===== config.mk =====
export PLATFORM = sky130hd
export DESIGN_NAME = lcsr_regs
export DESIGN_NICKNAME = d
export VERILOG_FILES = /design/src/logic/lcsr_pkg.sv /design/src/logic/lcsr_regs.sv
export SDC_FILE = /design/constraint.sdc
export NUM_CORES = 1
export LEC_CHECK = 0
export BUFFER_PORTS_ARGS = -buffer_cell sky130_fd_sc_hd__buf_2
export CAP_MARGIN = 20
export CORE_UTILIZATION = 50
export CTS_CLUSTER_SIZE = 25
export DETAILED_ROUTE_END_ITERATION = 10
export GPL_ROUTABILITY_DRIVEN = 0
export PLACE_DENSITY = 0.69
export SLEW_MARGIN = 20
export SYNTH_ARGS = -nofsm -noshare
export SYNTH_HDL_FRONTEND = slang
export SYNTH_SLANG_ARGS = --single-unit

===== constraint.sdc =====
create_clock -name i_clk -period 2.38 [get_ports i_clk]
set_input_delay 0.238 -clock i_clk [delete_from_list [all_inputs] [get_ports i_clk]]
set_output_delay 0.238 -clock i_clk [all_outputs]
set_load 0.005 [all_outputs]

===== src/logic/lcsr_pkg.sv =====
// Package for the regulator control and status register bank.
// Assumes a 125 MHz device clock and a byte-wide register port.
package lcsr_pkg;

  // ----------------------------------------------------------------
  // Register offsets
  // ----------------------------------------------------------------
  localparam logic [7:0] LCSR_ADDR_FIRST_LINEAR_REGULATOR_STATUS = 8'h60;
  localparam logic [7:0] LCSR_ADDR_FIRST_LINEAR_REGULATOR_CTRL   = 8'h62;
  localparam logic [7:0] LCSR_ADDR_FIRST_LINEAR_REGULATOR_SEQ    = 8'h63;
  localparam logic [7:0] LCSR_ADDR_FIRST_LINEAR_REGULATOR_SPARE  = 8'h64;
  localparam logic [7:0] LCSR_ADDR_SECOND_LINEAR_REGULATOR_STATUS = 8'h65;
  localparam logic [7:0] LCSR_ADDR_SECOND_LINEAR_REGULATOR_VCODE  = 8'h66;

  // ----------------------------------------------------------------
  // Reset values
  // ----------------------------------------------------------------
  localparam logic [7:0] LCSR_RST_FIRST_LINEAR_REGULATOR_CTRL  = 8'h98;
  localparam logic [7:0] LCSR_RST_FIRST_LINEAR_REGULATOR_SEQ   = 8'h82;
  localparam logic [7:0] LCSR_RST_FIRST_LINEAR_REGULATOR_SPARE = 8'h00;
  localparam logic [7:0] LCSR_RST_MASKS      = 8'h00;
  localparam logic [7:0] LCSR_RST_VCODE      = 8'h50;

  // ----------------------------------------------------------------
  // Field positions in the status and mask registers
  // ----------------------------------------------------------------
  localparam int LCSR_BIT_PG       = 7;
  localparam int LCSR_BIT_OV       = 6;
  localparam int LCSR_BIT_ILIM     = 5;
  localparam int LCSR_BIT_UV_MSK   = 3;
  localparam int LCSR_BIT_OV_MSK   = 2;
  localparam int LCSR_BIT_ILIM_MSK = 1;
  localparam int LCSR_BIT_RSVD0    = 0;

  // ----------------------------------------------------------------
  // Timing
  // ----------------------------------------------------------------
  localparam int LCSR_CLK_PERIOD_NS = 8;
  localparam int LCSR_STEP_NS       = 250000;
  localparam int LCSR_STEP_CYCLES   = LCSR_STEP_NS / LCSR_CLK_PERIOD_NS;
  localparam int LCSR_RETRY_MS      = 10;
  localparam int LCSR_RETRY_STEPS   = LCSR_RETRY_MS * 1000000 / LCSR_STEP_NS;
  localparam logic [5:0] LCSR_ON_DLY_00 = 6'h00;
  localparam logic [5:0] LCSR_ON_DLY_01 = 6'h01;
  localparam logic [5:0] LCSR_ON_DLY_10 = 6'h02;
  localparam logic [5:0] LCSR_ON_DLY_11 = 6'h04;

  // ----------------------------------------------------------------
  // Carriers
  // ----------------------------------------------------------------
  typedef struct packed {
    logic       enable;
    logic       sleep_off;
    logic       deep_sleep_off;
    logic [1:0] current_limit_select;
    logic       reset_influence;
    logic       limit_shutdown;
    logic       rsvd;
  } lcsr_ctrl_t;

  typedef struct packed {
    logic       hold_on;
    logic [1:0] turn_on_delay;
    logic [4:0] turn_off_delay;
  } lcsr_seq_t;

  typedef struct packed {
    logic pg;
    logic ov;
    logic ilim;
    logic uv;
  } lcsr_mon_t;

  typedef enum logic [2:0] {
    LCSR_OFF      = 3'b000,
    LCSR_ON_WAIT  = 3'b001,
    LCSR_ON       = 3'b010,
    LCSR_OFF_WAIT = 3'b011,
    LCSR_RETRY    = 3'b100
  } lcsr_state_t;

endpackage


===== src/logic/lcsr_regs.sv =====
// Control and status registers for the two linear regulators.
// Assumes an upstream I2C byte engine issues one-cycle read and write
// strobes; comparator and mode inputs are asynchronous.
`timescale 1ns/1ps

// Overview of operation
// - Control bit 7 enables regulator, resets one
// - Sleep-off bit turns regulator off in sleep
// - Deep-sleep-off bit turns regulator off in deep-sleep
// - Bits 4:3 select current limit, reset 11
// - Reset-influence bit lets regulator gate reset
// - Limit-shutdown bit stops regulator, restarts 10ms later
// - Hold-on bit keeps regulator on after predecessor
// - Turn-on delay field waits 0 to 1ms
// - Turn-off delay is field times 0.25ms
// - Status bit 7 shows live power-good
// - Over-voltage flag sticky until gone and read
// - Unmasked under-voltage drives interrupt and fault state
// - Unmasked over-voltage holds interrupt, enters fault state
// - Current-limit flag sticky; unmasked holds interrupt
// - Voltage code register resets to 0x50
// - First regulator has same status and masks
module lcsr_regs
  import lcsr_pkg::*;
#(
  parameter int STEP_CYCLES  = LCSR_STEP_CYCLES,
  parameter int RETRY_STEPS  = LCSR_RETRY_STEPS
)(
  input  wire logic       i_clk,            // Device clock, 125 MHz
  input  wire logic       i_rst,            // Synchronous reset, high
  input  wire logic [7:0] i_reg_addr,       // Register address
  input  wire logic [7:0] i_reg_wdata,      // Write data
  input  wire logic       i_reg_wr,         // Write strobe, one cycle
  input  wire logic       i_reg_rd,         // Read strobe, one cycle
  output logic      [7:0] o_reg_rdata,      // Read data, next cycle
  input  wire logic [3:0] i_first_linear_regulator_mon,       // Regulator 1 pg/ov/ilim/uv
  input  wire logic [3:0] i_second_linear_regulator_mon,       // Regulator 2 pg/ov/ilim/uv
  input  wire logic       i_sleep_mode,     // Sleep mode request
  input  wire logic       i_deep_sleep_mode,// Deep-sleep mode request
  input  wire logic       i_start_trigger,  // Regulator 1 start trigger
  input  wire logic       i_prev_rail_down, // Preceding rail shut down
  output logic            o_first_linear_regulator_enable,    // Regulator 1 turn on
  output logic      [1:0] o_first_linear_regulator_ilim_sel,  // Regulator 1 limit code
  output logic      [7:0] o_second_linear_regulator_vcode,     // Regulator 2 voltage code
  output logic            o_reset_output_n, // Reset hold, low active
  output logic            o_interrupt_output_n, // Fault interrupt, low
  output logic            o_fault_state     // Device in fault state
);

  // ----------------------------------------------------------------
  // Input synchronisers
  // ----------------------------------------------------------------
  localparam int NIN = 12;
  logic [NIN-1:0] raw_in;
  logic [NIN-1:0] sync1_r;
  logic [NIN-1:0] sync2_r;
  logic [NIN-1:0] sync3_r;
  logic [NIN-1:0] clean_r;

  assign raw_in = {i_prev_rail_down, i_start_trigger, i_deep_sleep_mode,
                   i_sleep_mode, i_second_linear_regulator_mon, i_first_linear_regulator_mon};

  genvar gi;
  generate
    for (gi = 0; gi < NIN; gi++)
    begin : g_sync
      always_ff @(posedge i_clk)
      begin
        if (i_rst)
        begin
          sync1_r[gi] <= 1'b0;
          sync2_r[gi] <= 1'b0;
          sync3_r[gi] <= 1'b0;
          clean_r[gi] <= 1'b0;
        end
        else
        begin
          sync1_r[gi] <= raw_in[gi];
          sync2_r[gi] <= sync1_r[gi];
          sync3_r[gi] <= sync2_r[gi];
          if (sync2_r[gi] == sync3_r[gi])
            clean_r[gi] <= sync3_r[gi];
        end
      end
    end
  endgenerate

  lcsr_mon_t mon1;
  lcsr_mon_t mon2;
  logic      sleep_in;
  logic      deep_in;
  logic      start_in;
  logic      prev_down;

  assign mon1      = clean_r[3:0];
  assign mon2      = clean_r[7:4];
  assign sleep_in  = clean_r[8];
  assign deep_in   = clean_r[9];
  assign start_in  = clean_r[10];
  assign prev_down = clean_r[11];

  // ----------------------------------------------------------------
  // Register decode
  // ----------------------------------------------------------------
  lcsr_ctrl_t ctrl_r;
  lcsr_seq_t  seq_r;
  logic [7:0] spare_r;
  logic [3:0] mask1_r;
  logic [3:0] mask2_r;
  logic [7:0] vcode_r;
  logic       ov1_r;
  logic       il1_r;
  logic       ov2_r;
  logic       il2_r;

  wire wr_ctrl  = i_reg_wr && (i_reg_addr == LCSR_ADDR_FIRST_LINEAR_REGULATOR_CTRL);
  wire wr_seq   = i_reg_wr && (i_reg_addr == LCSR_ADDR_FIRST_LINEAR_REGULATOR_SEQ);
  wire wr_spare = i_reg_wr && (i_reg_addr == LCSR_ADDR_FIRST_LINEAR_REGULATOR_SPARE);
  wire wr_st1   = i_reg_wr && (i_reg_addr == LCSR_ADDR_FIRST_LINEAR_REGULATOR_STATUS);
  wire wr_st2   = i_reg_wr && (i_reg_addr == LCSR_ADDR_SECOND_LINEAR_REGULATOR_STATUS);
  wire wr_vcode = i_reg_wr && (i_reg_addr == LCSR_ADDR_SECOND_LINEAR_REGULATOR_VCODE);
  wire rd_st1   = i_reg_rd && (i_reg_addr == LCSR_ADDR_FIRST_LINEAR_REGULATOR_STATUS);
  wire rd_st2   = i_reg_rd && (i_reg_addr == LCSR_ADDR_SECOND_LINEAR_REGULATOR_STATUS);

  wire [7:0] st1_val = {mon1.pg, ov1_r, il1_r, 1'b0, mask1_r};
  wire [7:0] st2_val = {mon2.pg, ov2_r, il2_r, 1'b0, mask2_r};

  logic [7:0] rd_mux;
  always_comb
  begin
    case (i_reg_addr)
      LCSR_ADDR_FIRST_LINEAR_REGULATOR_STATUS: rd_mux = st1_val;
      LCSR_ADDR_FIRST_LINEAR_REGULATOR_CTRL:   rd_mux = ctrl_r;
      LCSR_ADDR_FIRST_LINEAR_REGULATOR_SEQ:    rd_mux = seq_r;
      LCSR_ADDR_FIRST_LINEAR_REGULATOR_SPARE:  rd_mux = spare_r;
      LCSR_ADDR_SECOND_LINEAR_REGULATOR_STATUS: rd_mux = st2_val;
      LCSR_ADDR_SECOND_LINEAR_REGULATOR_VCODE:  rd_mux = vcode_r;
      default:               rd_mux = 8'h00;
    endcase
  end

  // ----------------------------------------------------------------
  // Writable registers
  // ----------------------------------------------------------------
  // Enable resets set; limit code resets 11
  always_ff @(posedge i_clk)
  begin
    if (i_rst)
    begin
      ctrl_r      <= LCSR_RST_FIRST_LINEAR_REGULATOR_CTRL;
      seq_r       <= LCSR_RST_FIRST_LINEAR_REGULATOR_SEQ;
      spare_r     <= LCSR_RST_FIRST_LINEAR_REGULATOR_SPARE;
      mask1_r     <= LCSR_RST_MASKS[3:0];
      mask2_r     <= LCSR_RST_MASKS[3:0];
      vcode_r     <= LCSR_RST_VCODE;
      o_reg_rdata <= 8'h00;
    end
    else
    begin
      if (wr_ctrl)
        ctrl_r <= i_reg_wdata;
      if (wr_seq)
        seq_r <= i_reg_wdata;
      if (wr_spare)
        spare_r <= i_reg_wdata;
      // Same mask layout on both regulators
      if (wr_st1)
        mask1_r <= i_reg_wdata[LCSR_BIT_UV_MSK:LCSR_BIT_RSVD0];
      if (wr_st2)
        mask2_r <= i_reg_wdata[LCSR_BIT_UV_MSK:LCSR_BIT_RSVD0];
      if (wr_vcode)
        vcode_r <= i_reg_wdata;
      if (i_reg_rd)
        o_reg_rdata <= rd_mux;
    end
  end

  // ----------------------------------------------------------------
  // Sticky fault flags
  // ----------------------------------------------------------------
  // Set on condition; read clears only if gone
  always_ff @(posedge i_clk)
  begin
    if (i_rst)
    begin
      ov1_r <= 1'b0;
      il1_r <= 1'b0;
      ov2_r <= 1'b0;
      il2_r <= 1'b0;
    end
    else
    begin
      ov1_r <= mon1.ov   | (ov1_r & ~rd_st1);
      il1_r <= mon1.ilim | (il1_r & ~rd_st1);
      ov2_r <= mon2.ov   | (ov2_r & ~rd_st2);
      il2_r <= mon2.ilim | (il2_r & ~rd_st2);
    end
  end

  // ----------------------------------------------------------------
  // Interrupt, fault state and reset influence
  // ----------------------------------------------------------------
  // Unmasked under-voltage is live
  wire uv_src = (mon1.uv & ~mask1_r[LCSR_BIT_UV_MSK]) |
                (mon2.uv & ~mask2_r[LCSR_BIT_UV_MSK]);
  // Unmasked over-voltage held by sticky flag
  wire ov_src = (ov1_r & ~mask1_r[LCSR_BIT_OV_MSK]) |
                (ov2_r & ~mask2_r[LCSR_BIT_OV_MSK]);
  // Unmasked current limit held by sticky flag
  wire il_src = (il1_r & ~mask1_r[LCSR_BIT_ILIM_MSK]) |
                (il2_r & ~mask2_r[LCSR_BIT_ILIM_MSK]);
  // Any unmasked source pulls interrupt low
  wire irq_any = uv_src | ov_src | il_src;
  // Regulator gates reset only when influence bit set
  wire rst_hold = ctrl_r.reset_influence & ~mon1.pg;

  always_ff @(posedge i_clk)
  begin
    if (i_rst)
    begin
      o_interrupt_output_n <= 1'b1;
      o_fault_state        <= 1'b0;
      o_reset_output_n     <= 1'b1;
    end
    else
    begin
      o_interrupt_output_n <= ~irq_any;
      o_fault_state        <= uv_src | ov_src;
      o_reset_output_n     <= ~rst_hold;
    end
  end

  // ----------------------------------------------------------------
  // Regulator 1 sequencing
  // ----------------------------------------------------------------
  localparam int PW = $clog2(STEP_CYCLES + 1);
  localparam logic [PW-1:0] STEP_LAST = PW'(STEP_CYCLES - 1);
  localparam logic [5:0]    RETRY_CNT = 6'(RETRY_STEPS);

  lcsr_state_t state_r;
  lcsr_state_t state_nxt;
  logic [PW-1:0] pre_r;
  logic [5:0]    dly_r;
  logic [5:0]    dly_nxt;
  logic          load;

  // Predecessor loss stops unless hold-on set
  wire run_ok = ctrl_r.enable & start_in & ~(prev_down & ~seq_r.hold_on);
  wire sleep_off = (sleep_in & ctrl_r.sleep_off) |
                   (deep_in & ctrl_r.deep_sleep_off);
  wire step      = (pre_r == STEP_LAST);
  wire dly_done  = (dly_r == 6'h00);

  logic [5:0] on_dly;
  always_comb
  begin
    case (seq_r.turn_on_delay)
      2'b00:   on_dly = LCSR_ON_DLY_00;
      2'b01:   on_dly = LCSR_ON_DLY_01;
      2'b10:   on_dly = LCSR_ON_DLY_10;
      default: on_dly = LCSR_ON_DLY_11;
    endcase
  end

  always_comb
  begin
    state_nxt = state_r;
    dly_nxt   = dly_r;
    load      = 1'b0;
    case (state_r)
      LCSR_OFF:
      begin
        if (run_ok && !sleep_off)
        begin
          state_nxt = LCSR_ON_WAIT;
          dly_nxt   = on_dly;
          load      = 1'b1;
        end
      end
      LCSR_ON_WAIT:
      begin
        if (!run_ok)
          state_nxt = LCSR_OFF;
        else if (dly_done)
          state_nxt = LCSR_ON;
      end
      LCSR_ON:
      begin
        if (!run_ok)
          state_nxt = LCSR_OFF;
        else if (sleep_off)
        begin
          // Turn-off delay is field times one step
          state_nxt = LCSR_OFF_WAIT;
          dly_nxt   = {1'b0, seq_r.turn_off_delay};
          load      = 1'b1;
        end
        else if (mon1.ilim && ctrl_r.limit_shutdown)
        begin
          // Shut down, restart after retry time
          state_nxt = LCSR_RETRY;
          dly_nxt   = RETRY_CNT;
          load      = 1'b1;
        end
      end
      LCSR_OFF_WAIT:
      begin
        if (!run_ok || dly_done)
          state_nxt = LCSR_OFF;
        else if (!sleep_off)
          state_nxt = LCSR_ON;
      end
      LCSR_RETRY:
      begin
        if (!run_ok)
          state_nxt = LCSR_OFF;
        else if (dly_done)
          state_nxt = LCSR_ON;
      end
      default:
        state_nxt = LCSR_OFF;
    endcase
    if (!load && step && !dly_done)
      dly_nxt = dly_r - 6'h01;
  end

  always_ff @(posedge i_clk)
  begin
    if (i_rst)
    begin
      state_r <= LCSR_OFF;
      dly_r   <= 6'h00;
      pre_r   <= '0;
    end
    else
    begin
      state_r <= state_nxt;
      dly_r   <= dly_nxt;
      pre_r   <= (load || step) ? '0 : pre_r + PW'(1);
    end
  end

  // ----------------------------------------------------------------
  // Outputs to the analog side
  // ----------------------------------------------------------------
  always_ff @(posedge i_clk)
  begin
    if (i_rst)
    begin
      o_first_linear_regulator_enable   <= 1'b0;
      o_first_linear_regulator_ilim_sel <= LCSR_RST_FIRST_LINEAR_REGULATOR_CTRL[4:3];
      o_second_linear_regulator_vcode    <= LCSR_RST_VCODE;
    end
    else
    begin
      o_first_linear_regulator_enable   <= (state_nxt == LCSR_ON) ||
                         (state_nxt == LCSR_OFF_WAIT);
      o_first_linear_regulator_ilim_sel <= ctrl_r.current_limit_select;
      o_second_linear_regulator_vcode    <= vcode_r;
    end
  end

endmodule


### Word level (Yosys, flattened, before mapping)

Cells that the tools add are included.

* ROM bits: 0
* memories kept: 0
* memory bits (writable): 0
* register bits: 138
* bits in latches: 0

* bitwise logic cells: 39
* multiplexer cells: 22
* multiply operators: 0
* shift operators: 0
* equal/unequal tests: 30
* add/sub/neg operators: 2
* reduce and logical (&&, ||, !) cells: 26
* divide/modulo/power cells: 0
* order comparisons: 0

Operator list (number)
* equality test 8 x 7 -> 1 bit (second input constant): 6
* one-hot mux 8 bit (6 select lines): 1
* two-way mux 6 bit: 5
* two-way mux 3 bit: 8
* bitwise AND 1 bit: 16
* adder 15 x 1 -> 15 bit (second input constant): 1
* equality test 15 bit (second input constant): 1
* NOT 1 bit: 13
* equality test 1 bit: 12
* equality test 3 x 2 -> 1 bit (second input constant): 4
* logical AND 1 bit: 12
* one-hot mux 3 bit (4 select lines): 1
* one-hot mux 6 bit (2 select lines): 1
* bitwise OR 1 bit: 10
* one-hot mux 3 bit (3 select lines): 1
* zero test 6 bit: 1
* inequality test 3 bit (second input constant): 2
* subtractor 6 x 1 -> 6 bit (second input constant): 1
* zero test 1 bit: 4
* two-way mux 1 bit: 4
* inequality test 4 bit (second input constant): 1
* AND reduction 4 bit: 1
* OR reduction 2 bit: 2
* equality test 3 x 1 -> 1 bit (second input constant): 1
* 8 further kinds: 10

### Longest topological paths before layout

Gate-level depths: netlist of run 1.

* depth after elaboration: 12
* depth in mapped cells: 8
* mapped depth without buffers: 7

### Worst setup path after synthesis of run 1

No wires, ideal clock.

* kind: reg-to-reg
* start point: reg pre_r[5]
* end point: reg dly_r[1]
* setup slack: 392 ps
* arrival: 1909 ps
* cell stages (with the launch flop): 7
* data required time: 2301 ps
* buffers on the path: 1
* library setup time: 79 ps
* cells stage by stage: dfxtp_1 buf_6 or4b_4 nor4_4 nand2_2 mux2_4 a211oi_2

* word-level cells in the longest chain between the ends: 5
* elaborated cells on any way between the ends: 9

RTL lines
* start, declared: line lcsr_regs.sv:242 `logic [PW-1:0] pre_r;`
* start signal, assigned: line lcsr_regs.sv:339 `pre_r <= (load || step) ? '0 : pre_r + PW'(1);`
* equality test 15 bit (*): line lcsr_regs.sv:251 `wire step = (pre_r == STEP_LAST);`
* logical AND 1 bit (*) (2 in a row): line lcsr_regs.sv:323 `if (!load && step && !dly_done)`
* inequality test 4 bit (no source line), or another cell as far along
* AND reduction 4 bit (no source line)
* end signal, assigned: line lcsr_regs.sv:338 `dly_r <= dly_nxt;`
* end, declared: line lcsr_regs.sv:243 `logic [5:0] dly_r;`

Every way passes the cells marked *; elsewhere a longest branch is shown, timed or not.
A chain may end at the register's enable or synchronous reset.

### Final worst setup path of run 1

Same ends and word-level chain as after synthesis.

==> metrics.txt, run 1 <==
# TYPE chip_impl_metric gauge
chip_impl_metric{name="post_drt_wl_per_cell",unit="um"} 14.7
chip_impl_metric{name="vias_per_cell",unit=""} 5.38
chip_impl_metric{name="finalHoldViolCount",unit=""} 0
chip_impl_info{name="worstSetupPathType",value="flip-flop to flip-flop"} 1
chip_impl_metric{name="route.antenna.remaining_nets",unit=""} 0
chip_impl_metric{name="iteration_0_drc_count_of_the_detailed_router",unit=""} 166
chip_impl_metric{name="finalWirelength",unit="um"} 11400
chip_impl_info{name="startpoint",value="pre_r[5]"} 1
chip_impl_metric{name="avgSynthCellArea",unit="sq um"} 9.50
chip_impl_metric{name="clock_sinks",unit=""} 138
chip_impl_metric{name="number_of_standard_cells_after_synthesis",unit=""} 564
chip_impl_metric{name="timing.final.crit_share",unit=""} 0.901
chip_impl_metric{name="final.setup.tns",unit="ns"} 0
chip_impl_metric{name="postPlaceCellArea",unit="sq um"} 5770
chip_impl_metric{name="grt_antenna_before_repair",unit=""} 0
chip_impl_metric{name="numCtsBuffers",unit=""} 17
chip_impl_metric{name="clk-insertion-delay-late",unit="ns"} 0.51
chip_impl_metric{name="cts_max_path_bufs",unit=""} 2
chip_impl_metric{name="async_flop_share",unit=""} 0
chip_impl_metric{name="max_slew_margin",unit=""} 0.625
chip_impl_metric{name="antenna_cells_inserted",unit=""} 0
chip_impl_metric{name="grt_first_pass_wirelength",unit="um"} 19200
chip_impl_metric{name="report.final.setup_viol",unit=""} 0
chip_impl_metric{name="clk_pin_slew_worst_paths",unit="ns"} 0.06
chip_impl_metric{name="initial_core_util",unit=""} 0.517
chip_impl_metric{name="hpwl",unit="um"} 7670
chip_impl_metric{name="die_ar",unit="sq um"} 11100
chip_impl_metric{name="synth.yosys.seq_area_share",unit=""} 0.515
chip_impl_metric{name="dieHeight",unit="um"} 106
chip_impl_metric{name="grt_start_max_net_pins",unit=""} 74
chip_impl_metric{name="nets",unit=""} 665
chip_impl_info{name="rsz0062_at_grt",value="no"} 1
chip_impl_metric{name="maxSlewViolCount",unit=""} 0
chip_impl_metric{name="port_buffer_count",unit=""} 53
chip_impl_metric{name="timing.reg2reg.setup_slack",unit="ns"} 0.24
chip_impl_metric{name="final_layout_size_suffix_gt1_frac",unit=""} 0.190
chip_impl_metric{name="synth_warnings",unit=""} 0
chip_impl_info{name="ctsRootBufferMaster",value="clkbuf_8"} 1
chip_impl_metric{name="grt_util_all_layers",unit=""} 0.219
chip_impl_metric{name="first_global_vias",unit=""} 4125
chip_impl_info{name="startpoint_type",value="flip-flop"} 1
chip_impl_info{name="critical_path.reg2reg.endpoint",value="dly_r[1]"} 1
chip_impl_info{name="crit_path_end",value="dly_r[1]"} 1
chip_impl_metric{name="data_required_time_at_the_worst_endpoint",unit="ns"} 2.81
chip_impl_metric{name="worst_ir_drop_vdd",unit="mV"} 0.472
chip_impl_metric{name="synth-seq-cells",unit=""} 138
chip_impl_metric{name="achievable-frequency",unit="GHz"} 0.466
chip_impl_metric{name="leakage_power_summed_over_all_cells",unit="nW"} 2.49
chip_impl_metric{name="worst_ep_arrival_time",unit="ns"} 2.57
chip_impl_metric{name="clock_skew",unit="ns"} 0.00588
chip_impl_metric{name="worstPathMaxFanout",unit=""} 8
chip_impl_metric{name="ys_types",unit=""} 59
chip_impl_metric{name="routed-via-count",unit=""} 4190
chip_impl_metric{name="tightest_slew",unit="ns"} 0.563
chip_impl_metric{name="rows",unit=""} 37
chip_impl_metric{name="crit_path_time_final",unit="ns"} 2.14
chip_impl_metric{name="htree_num_levels",unit=""} 4
chip_impl_metric{name="p_per_area",unit="nW/um^2"} 829
chip_impl_info{name="clock_tree_from_tritoncts",value="built"} 1
chip_impl_metric{name="design.portCount",unit=""} 54
chip_impl_metric{name="postSynthNetCount",unit=""} 599
chip_impl_metric{name="cap_viol_max_count",unit=""} 0
chip_impl_info{name="worst_setup_path_end_kind",value="flip-flop"} 1
chip_impl_metric{name="globalRouteOverflowTotal",unit=""} 0
chip_impl_info{name="holdCritPathClass",value="primary input to flip-flop"} 1
chip_impl_metric{name="area_delta_synth_final",unit="%"} 22.1
chip_impl_info{name="dominantRegCellSynth",value="dfxtp_1"} 1
chip_impl_metric{name="cts_resized",unit=""} 0
chip_impl_metric{name="first_pass_iters",unit=""} 6
chip_impl_metric{name="stdcell_area",unit="sq um"} 6550
chip_impl_info{name="r2r-start",value="pre_r[5]"} 1
chip_impl_metric{name="post-route-drc-count",unit=""} 0
chip_impl_metric{name="core_area",unit="sq um"} 10400
chip_impl_metric{name="timing.reg2reg.worst_path_depth",unit=""} 5
chip_impl_metric{name="syn-cell-area",unit="sq um"} 5360
chip_impl_metric{name="synth-edff-count",unit=""} 0
chip_impl_info{name="status",value="completed"} 1
chip_impl_metric{name="die_width",unit="um"} 106
chip_impl_metric{name="whs_path_depth",unit=""} 3
how the worst min path moves through the flow:
stage              startpoint          endpoint
2_1_floorplan  i_reg_wdata[1]          seq_r[1]
3_3_place_gp        ctrl_r[2]  o_reset_output_n
3_5_place_dp        ctrl_r[2]  o_reset_output_n
4_1_cts        i_reg_wdata[6]        vcode_r[6]
5_1_grt        i_reg_wdata[4]        vcode_r[4]
6_report       i_reg_wdata[4]        vcode_r[4]
final cells by class:
cell class,instances,area [sq um]
clock buffer,19,442
clock inverter,13,214
fill,872,3820
inverter,14,52.6
multi-input combinational,382,2410
sequential,138,2760
tap,136,170
timing repair buffer,77,490
sequential cells by signal, indices dropped and copies added, names as in the netlist, 2 cells and up:
name,count
pre_r,15
sync1_r,12
sync2_r,12
sync3_r,12
clean_r,8
ctrl_r,8
o_reg_rdata,8
o_second_linear_regulator_vcode,8
seq_r,8
spare_r,8
vcode_r,8
dly_r,6
mask1_r,4
mask2_r,4
state_r,3
o_first_linear_regulator_ilim_sel,2
cell usage after synthesis (8+ instances only):
cell type,instances,area (sq um)
a21oi_1,38,190
and3_1,8,50.1
clkbuf_1,21,78.8
dfxtp_1,138,2760
inv_1,12,45.0
mux2_2,8,90.1
mux2i_1,34,340
nand2_1,46,173
nand3_1,28,140
nor2_1,62,233
nor2b_1,46,288
o21ai_0,16,80.1
xnor2_1,8,70.1
xor2_1,11,96.3
worst max-delay path, stage by stage, from the launching register on:
cell and delay [ns]:
dfxtp_1 0.38, or4b_4 0.56, nor4_4 0.44, nand2_2 0.14, mux2_4 0.32, a211oi_2 0.22
placed cells by master, fill, tap and decap left out, drive strengths merged, types with 11 or more instances in the layout:
cell type    Yosys  routed
nand3           28      28
nor2            62      62
dlygate4sd3      0      12
dfxtp          138     138
o21ai           16      16
xor2            11      11
clkbuf          21      19
mux2i           34      34
nand2           47      47
nor2b           46      46
a21oi           38      38
buf              9      65
inv             12      15
stage by stage:
stage | hold WS [ns] | cells | setup slack, ns | power, mW | util
2_1_floorplan | 0.356 | 564 | 0.392 | 2.51 | -
3_3_place_gp | 0.403 | 735 | 0.282 | 2.59 | 0.556
3_5_place_dp | 0.408 | 735 | 0.210 | 2.59 | 0.556
4_1_cts | 0.0134 | 779 | 0.252 | 5.47 | 0.631
5_1_grt | 0.0159 | 779 | 0.137 | 5.61 | 0.631
6_report | 0.0306 | 779 | 0.236 | 5.42 | 0.631
power breakdown:
part | switching [mW] | internal, mW | total [mW] | leakage, nW
registers | 0.0158 | 2.34 | 2.36 | 1.12
logic | 0.113 | 0.0834 | 0.196 | 1.06
clock network | 0.994 | 1.88 | 2.87 | 0.315
what timing repair did:
action,CTS,global route
endpoints found under the hold margin,12,0
hold buffers,12,0
setup buffers,0,0
routing by layer:
metal,global-route usage,part of all wire
met1,0.267,0.45
met2,0.372,0.49
met3,0.0427,0.043
met4,0.102,0.018
met5,0,0
logic make-up (layout without fill, tap and decap cells):
kind of cell	Yosys count	in the layout	share of synthesized area
muxes	43	43	0.0831
AOI/OAI and AO/OA	90	90	0.108
adders and majority gates	3	3	0.00700
and+or+nand+nor	227	227	0.220
DFF	138	138	0.515
xor gates and xnor gates	19	19	0.0310
buffers and inverters	44	123	0.0352
(Power assumes the default switching activity.)
==> run 2: changes to the inputs <==
Settings changed: CORE_MARGIN set to 2.
==> run 2 against run 1 <==
Against the previous run:
- sequential power barely moved
- fmax rose by 2.0%
- routed wire length fell by 1.6%
- setup slack improved by 0.043 ns
- final cell count rose by 0.26%
- sequential share of layout area rose by 0.34 points
- count of clock-buffer cells in the layout fell by 1
- core utilization fell by 0.51 points
- register-to-register slack improved by 0.04 ns
- first-iteration DRC count rose by 11%
- clock skew fell by 0.0020 ns
- critical path type unchanged
- critical endpoint unchanged
- largest cell class unchanged
==> metrics.txt, run 2 (synthesis results as in run 1) <==
# TYPE chip_impl_metric gauge
chip_impl_info{name="status",value="completed"} 1
chip_impl_metric{name="design.portCount",unit=""} 54
chip_impl_metric{name="crit_path_time_final",unit="ns"} 2.10
chip_impl_info{name="rsz0062_at_grt",value="no"} 1
chip_impl_metric{name="die_ar",unit="sq um"} 11600
chip_impl_metric{name="cap_viol_max_count",unit=""} 0
chip_impl_metric{name="p_per_area",unit="nW/um^2"} 785
chip_impl_metric{name="finalWirelength",unit="um"} 11200
chip_impl_metric{name="clockPowerShare",unit=""} 0.498
chip_impl_metric{name="vias_per_cell",unit=""} 5.29
chip_impl_metric{name="post-route-drc-count",unit=""} 0
chip_impl_metric{name="cts.repair_timing.setup_buffer_count",unit=""} 0
chip_impl_metric{name="power_report.internal_total",unit="mW"} 3.94
chip_impl_metric{name="cts_resized",unit=""} 0
chip_impl_metric{name="swShare",unit=""} 0.227
chip_impl_metric{name="clock_sinks",unit=""} 138
chip_impl_metric{name="pwr-share-seq",unit=""} 0.463
chip_impl_metric{name="iteration_0_drc_count_of_the_detailed_router",unit=""} 184
chip_impl_metric{name="final.setup.tns",unit="ns"} 0
chip_impl_metric{name="grt_antenna_before_repair",unit=""} 0
chip_impl_metric{name="n_fill_cell",unit=""} 882
chip_impl_metric{name="clock_skew",unit="ns"} 0.00386
chip_impl_metric{name="largest_register_ffs",unit=""} 15
chip_impl_info{name="layout.cells.most_common",value="dfxtp_1"} 1
chip_impl_metric{name="maxSlewViolCount",unit=""} 0
chip_impl_metric{name="die_width",unit="um"} 108
chip_impl_info{name="ctsRootBufferMaster",value="clkbuf_8"} 1
chip_impl_metric{name="final_layout_size_suffix_gt1_frac",unit=""} 0.186
chip_impl_metric{name="grt_util_all_layers",unit=""} 0.208
chip_impl_metric{name="worstPathMaxFanout",unit=""} 8
chip_impl_metric{name="route.antenna.remaining_nets",unit=""} 0
chip_impl_metric{name="max_slew_margin",unit=""} 0.612
chip_impl_metric{name="nets",unit=""} 667
chip_impl_metric{name="timing.final.crit_share",unit=""} 0.883
chip_impl_metric{name="first_pass_iters",unit=""} 4
chip_impl_metric{name="clk_pin_slew_worst_paths",unit="ns"} 0.06
chip_impl_metric{name="rows",unit=""} 37
chip_impl_metric{name="stdcell_area",unit="sq um"} 6490
chip_impl_metric{name="report.power.total",unit="mW"} 5.10
chip_impl_metric{name="leakage_power_summed_over_all_cells",unit="nW"} 2.46
chip_impl_metric{name="postPlaceCellArea",unit="sq um"} 5760
chip_impl_metric{name="hpwl",unit="um"} 7580
chip_impl_metric{name="worst_ep_arrival_time",unit="ns"} 2.55
chip_impl_metric{name="achievable-frequency",unit="GHz"} 0.476
chip_impl_metric{name="clk-insertion-delay-late",unit="ns"} 0.53
chip_impl_info{name="max_flop_register",value="pre_r"} 1
chip_impl_metric{name="grt_start_max_net_pins",unit=""} 108
chip_impl_metric{name="htree_num_levels",unit=""} 4
chip_impl_metric{name="initial_core_util",unit=""} 0.517
chip_impl_info{name="holdCritPathClass",value="primary input to flip-flop"} 1
chip_impl_metric{name="core_area",unit="sq um"} 10400
chip_impl_metric{name="first_global_vias",unit=""} 4002
chip_impl_metric{name="antenna_cells_inserted",unit=""} 0
chip_impl_info{name="clock_tree_from_tritoncts",value="built"} 1
chip_impl_metric{name="worst_ir_drop_vdd",unit="mV"} 0.382
chip_impl_metric{name="numCtsBuffers",unit=""} 17
chip_impl_metric{name="globalRouteOverflowTotal",unit=""} 0
chip_impl_metric{name="area_delta_synth_final",unit="%"} 21.1
chip_impl_metric{name="grt_first_pass_wirelength",unit="um"} 18700
chip_impl_info{name="final_cell_mix",value="138 x dfxtp_1, 62 x nor2_1, 52 x buf_2"} 1
chip_impl_metric{name="p_sw",unit="mW"} 1.16
chip_impl_metric{name="post_drt_wl_per_cell",unit="um"} 14.4
chip_impl_info{name="worst_setup_path_end_kind",value="flip-flop"} 1
chip_impl_metric{name="ctsHoldBuffers",unit=""} 15
chip_impl_info{name="startpoint_type",value="flip-flop"} 1
chip_impl_info{name="worstSetupPathType",value="flip-flop to flip-flop"} 1
chip_impl_metric{name="port_buffer_count",unit=""} 53
chip_impl_metric{name="routed-via-count",unit=""} 4135
chip_impl_metric{name="tightest_slew",unit="ns"} 0.581
chip_impl_metric{name="data_required_time_at_the_worst_endpoint",unit="ns"} 2.83
chip_impl_metric{name="power.share.combinational",unit=""} 0.039
chip_impl_metric{name="finalHoldViolCount",unit=""} 0
chip_impl_metric{name="cts_max_path_bufs",unit=""} 2
chip_impl_metric{name="dieHeight",unit="um"} 108
chip_impl_metric{name="report.final.setup_viol",unit=""} 0
## run 2: changes by cell type in the layout (fill, tap and decap cells not counted), sizes merged
cell,before,now
clkbuf,19,18
inv,15,16
buf,65,64
bufinv,5,2
clkinv,5,8
dlygate4sd3,12,15
## run 2: metrics by stage
| step | cells | hold slack (ns) | util | setup slack, ns |
|---|---|---|---|---|
| floorplan | 564 | 0.356 | - | 0.392 |
| global placement | 734 | 0.405 | 0.556 | 0.277 |
| detailed placement | 734 | 0.414 | 0.556 | 0.187 |
| CTS | 781 | 0.00371 | 0.626 | 0.280 |
| global route | 781 | 0.0202 | 0.626 | 0.164 |
| finish | 781 | 0.0250 | 0.626 | 0.279 |
## run 2: final timing paths
kind                  startpoint               end  slack, ns  cells past startpoint
setup / recovery        pre_r[5]          dly_r[1]       0.28                      5
hold / removal    i_reg_wdata[2]        mask1_r[2]       0.03                      3
setup reg to reg        pre_r[5]          dly_r[1]       0.28                      5
hold reg to reg        ctrl_r[2]  o_reset_output_n       0.43                      1
## run 2: power groups by stage
stage	clock [mW]	sequential [mW]	combinational [mW]
after floorplan	0	2.40	0.110
after global placement	0	2.41	0.177
after detailed placement	0	2.41	0.180
after CTS	2.59	2.36	0.199
after global routing	2.70	2.36	0.218
final	2.54	2.36	0.199
## run 2: metal layers
metal  wire, um  GRT usage  up-vias
li1           -          -     2082
met1       5000      0.253     1925
met2       5420      0.349      114
met3        670     0.0575       14
met4        148     0.0815        0
met5          0          0        -
## run 2: worst max-delay path, stage by stage, from the launching register on
cell      delay, ns
dfxtp_1        0.38
or4b_4         0.55
nor4_4         0.43
nand2_2        0.15
mux2_4         0.32
a211oi_2       0.20
## run 2: final cells by class
| cell class | instances | area, sq um | area share |
|---|---|---|---|
| Clock buffer | 18 | 418 | 0.0644 |
| Clock inverter | 14 | 163 | 0.0250 |
| Inverter | 14 | 52.6 | 0.00809 |
| Multi-Input combinational cell | 382 | 2410 | 0.372 |
| Sequential cell | 138 | 2760 | 0.425 |
| Tap cell | 136 | 170 | 0.0262 |
| Timing Repair Buffer | 79 | 513 | 0.0790 |
==> run 3: changes to the inputs <==
Settings changed: GPL_ROUTABILITY_DRIVEN 0 to unset, PLACE_DENSITY 0.69 to 0.72.
Clock period 2.38 ns to 1.92 ns, I/O delays scaled along.
==> run 3 against run 2 <==
Against the previous run:
- the run now ends with setup timing left
- fmax increased by 9.1%
- combinational power grew 41%
- register-to-register slack got worse by 0.28 ns
- critical path type unchanged
- largest power group unchanged
==> metrics.txt, run 3 (synthesis results as in run 1) <==
# TYPE chip_impl_metric gauge
chip_impl_info{name="status",value="finished with violations"} 1
chip_impl_info{name="violations",value="setup timing"} 1
chip_impl_metric{name="finalWirelength",unit="um"} 11800
chip_impl_metric{name="swShare",unit=""} 0.215
chip_impl_metric{name="route.antenna.remaining_nets",unit=""} 0
chip_impl_info{name="startpoint_type",value="flip-flop"} 1
chip_impl_metric{name="place_ws",unit="ns"} -0.0714
chip_impl_metric{name="initial_core_util",unit=""} 0.517
chip_impl_metric{name="hpwl",unit="um"} 8070
chip_impl_metric{name="met3_global_route_usage",unit=""} 0.0581
chip_impl_metric{name="dieHeight",unit="um"} 108
chip_impl_metric{name="post-route-drc-count",unit=""} 0
chip_impl_metric{name="tightest_slew",unit="ns"} 0.441
chip_impl_metric{name="use_met2",unit=""} 0.353
chip_impl_metric{name="crit_path_time_final",unit="ns"} 1.93
chip_impl_metric{name="grt_util_all_layers",unit=""} 0.215
chip_impl_metric{name="timing.reg2reg.worst_path_depth",unit=""} 6
chip_impl_info{name="cells_along_the_critical_path",value="or4_4 -> nor4_4 -> buf_4 -> nand2_4 -> mux2_4 -> a211oi_2"} 1
chip_impl_metric{name="clk-insertion-delay-late",unit="ns"} 0.52
chip_impl_metric{name="worstPathMaxFanout",unit=""} 3
chip_impl_info{name="final_cell_mix",value="136 x dfxtp_1, 62 x nor2_1, 52 x buf_2"} 1
chip_impl_metric{name="grt_first_pass_wirelength",unit="um"} 19400
chip_impl_info{name="layout.cells.most_common",value="dfxtp_1"} 1
chip_impl_metric{name="final_core_occ",unit=""} 0.653
chip_impl_metric{name="whs_path_depth",unit=""} 2
chip_impl_info{name="worstSetupPathType",value="flip-flop to flip-flop"} 1
chip_impl_metric{name="vias_per_cell",unit=""} 5.30
chip_impl_metric{name="fin_ws",unit="ns"} -0.00562
chip_impl_metric{name="area_delta_synth_final",unit="%"} 26.4
chip_impl_info{name="rsz0062_at_grt",value="yes"} 1
chip_impl_metric{name="first_global_vias",unit=""} 4069
chip_impl_metric{name="cap_viol_max_count",unit=""} 0
chip_impl_metric{name="final.setup.tns",unit="ns"} -0.00562
chip_impl_metric{name="gp_routability_congestion",unit=""} 0.886
chip_impl_metric{name="power.share.combinational",unit=""} 0.045
chip_impl_info{name="worst_min_delay_path_endpoint",value="sync1_r[9]"} 1
chip_impl_info{name="ctsRootBufferMaster",value="clkbuf_8"} 1
chip_impl_info{name="worst_setup_path_end_kind",value="flip-flop"} 1
chip_impl_info{name="max_flop_register",value="pre_r"} 1
chip_impl_metric{name="globalRouteOverflowTotal",unit=""} 0
chip_impl_info{name="r2r-start",value="pre_r[3]"} 1
chip_impl_metric{name="timing.reg2reg.setup_slack",unit="ns"} -0.006
chip_impl_metric{name="finalHoldViolCount",unit=""} 0
chip_impl_metric{name="report.power.total",unit="mW"} 6.24
chip_impl_metric{name="cts_max_path_bufs",unit=""} 2
chip_impl_info{name="grt-busiest-layer",value="met2"} 1
chip_impl_metric{name="grt_start_max_net_pins",unit=""} 42
chip_impl_metric{name="die_width",unit="um"} 108
chip_impl_metric{name="numCtsBuffers",unit=""} 17
chip_impl_metric{name="report.final.setup_viol",unit=""} 1
chip_impl_metric{name="core_area",unit="sq um"} 10400
chip_impl_metric{name="routed-via-count",unit=""} 4296
chip_impl_metric{name="timing.hold.ws",unit="ns"} 0.0949
chip_impl_metric{name="iteration_0_drc_count_of_the_detailed_router",unit=""} 224
chip_impl_metric{name="grt_antenna_before_repair",unit=""} 0
chip_impl_info{name="cp_slowest_cell",value="or4_4"} 1
chip_impl_metric{name="slowest_delay",unit="ns"} 0.54
chip_impl_metric{name="post_drt_wl_per_cell",unit="um"} 14.5
chip_impl_metric{name="power_report.internal_total",unit="mW"} 4.89
chip_impl_metric{name="worst_ir_drop_vdd",unit="mV"} 0.538
chip_impl_info{name="hold_start",value="i_rst"} 1
chip_impl_metric{name="worst_ep_arrival_time",unit="ns"} 2.36
chip_impl_info{name="holdCritPathClass",value="primary input to flip-flop"} 1
chip_impl_metric{name="timing.final.crit_share",unit=""} 1.00
chip_impl_metric{name="antenna_cells_inserted",unit=""} 0
chip_impl_metric{name="max_slew_margin",unit=""} 0.706
chip_impl_metric{name="die_ar",unit="sq um"} 11600
chip_impl_metric{name="port_buffer_count",unit=""} 53
chip_impl_metric{name="clock_sinks",unit=""} 138
chip_impl_metric{name="final_layout_size_suffix_gt1_frac",unit=""} 0.227
chip_impl_metric{name="clockPowerShare",unit=""} 0.487
chip_impl_metric{name="grtUsageMet1",unit=""} 0.269
chip_impl_metric{name="rows",unit=""} 37
chip_impl_metric{name="design.portCount",unit=""} 54
chip_impl_metric{name="p_per_area",unit="nW/um^2"} 921
chip_impl_metric{name="achievable-frequency",unit="GHz"} 0.519
chip_impl_metric{name="leakage_power_summed_over_all_cells",unit="nW"} 2.65
chip_impl_metric{name="htree_num_levels",unit=""} 4
chip_impl_metric{name="largest_register_ffs",unit=""} 15
chip_impl_info{name="critical_path.reg2reg.endpoint",value="dly_r[1]"} 1
chip_impl_info{name="clock_tree_from_tritoncts",value="built"} 1
chip_impl_metric{name="maxSlewViolCount",unit=""} 0
chip_impl_metric{name="first_pass_iters",unit=""} 4
chip_impl_metric{name="n_fill_cell",unit=""} 861
chip_impl_metric{name="clk_pin_slew_worst_paths",unit="ns"} 0.06
chip_impl_metric{name="pwr-share-seq",unit=""} 0.469
chip_impl_metric{name="clock_skew",unit="ns"} 0.00689
chip_impl_metric{name="data_required_time_at_the_worst_endpoint",unit="ns"} 2.36
chip_impl_metric{name="nets",unit=""} 698
chip_impl_metric{name="p_sw",unit="mW"} 1.34
## run 3: cell count changes in the layout (fill, tap and decap cells not counted), moves of 4 or more
| cell | before | now |
|---|---|---|
| buf_4 | 11 | 34 |
| inv_6 | 4 | 0 |
| dlygate4sd3_1 | 15 | 20 |
| clkinv_2 | 0 | 5 |
## run 3: worst max path at each step
stage,startpoint,end,slack (ns),cells past startpoint
floorplan,pre_r[6],dly_r[1],0.006,5
global placement,i_reg_addr[7],vcode_r[4],0.0003,7
detailed placement,pre_r[6],dly_r[1],-0.07,5
CTS,pre_r[7],dly_r[4],0.004,6
global route,pre_r[3],dly_r[2],-0.07,7
finish,pre_r[3],dly_r[1],-0.006,6
## run 3: repair_timing
item / in CTS / in global routing
setup endpoints to repair: 2 / 21
buffers inserted: 2 / 1
pin swaps: 6 / 7
resized for setup: 0 / 10
hold buffers: 20 / 0
hold endpoints to repair: 32 / 0
## run 3: metrics by stage
step           cells  cell area [sq um]
6_report         810               6770
5_1_grt          810               6770
2_1_floorplan    564               5360
3_3_place_gp     757               5950
4_1_cts          809               6720
3_5_place_dp     757               5950
## run 3: worst max-delay path: cells and delay by family (launching register included)
family	cells	cell delay (ns)
compound gates	1	0.18
buf+inv	1	0.18
mux	1	0.29
flops	1	0.32
simple gates	3	0.86
## run 3: layer usage
layer	wire, um	vias to the layer above
met2	5610	132
met3	732	15
li1	-	2144
met5	0	-
met4	167	0
met1	5250	2005
## run 3: area by class of cell
type | count | area, sq um | share of cell area
repair buffers | 110 | 778 | 0.115
multi-input cells | 382 | 2450 | 0.362
well taps | 136 | 170 | 0.0251
clock buffers | 18 | 428 | 0.0632
inverters | 14 | 52.6 | 0.00776
flip-flops and latches | 138 | 2770 | 0.408
clock inverters | 12 | 128 | 0.0188
## run 3: power by group through the flow
stage	registers [mW]	logic (mW)	clock network [mW]
after detailed placement	2.98	0.245	0
after global routing	2.92	0.305	3.22
after CTS	2.92	0.278	3.10
after global placement	2.98	0.242	0
final	2.92	0.280	3.03
after floorplan	2.98	0.137	0
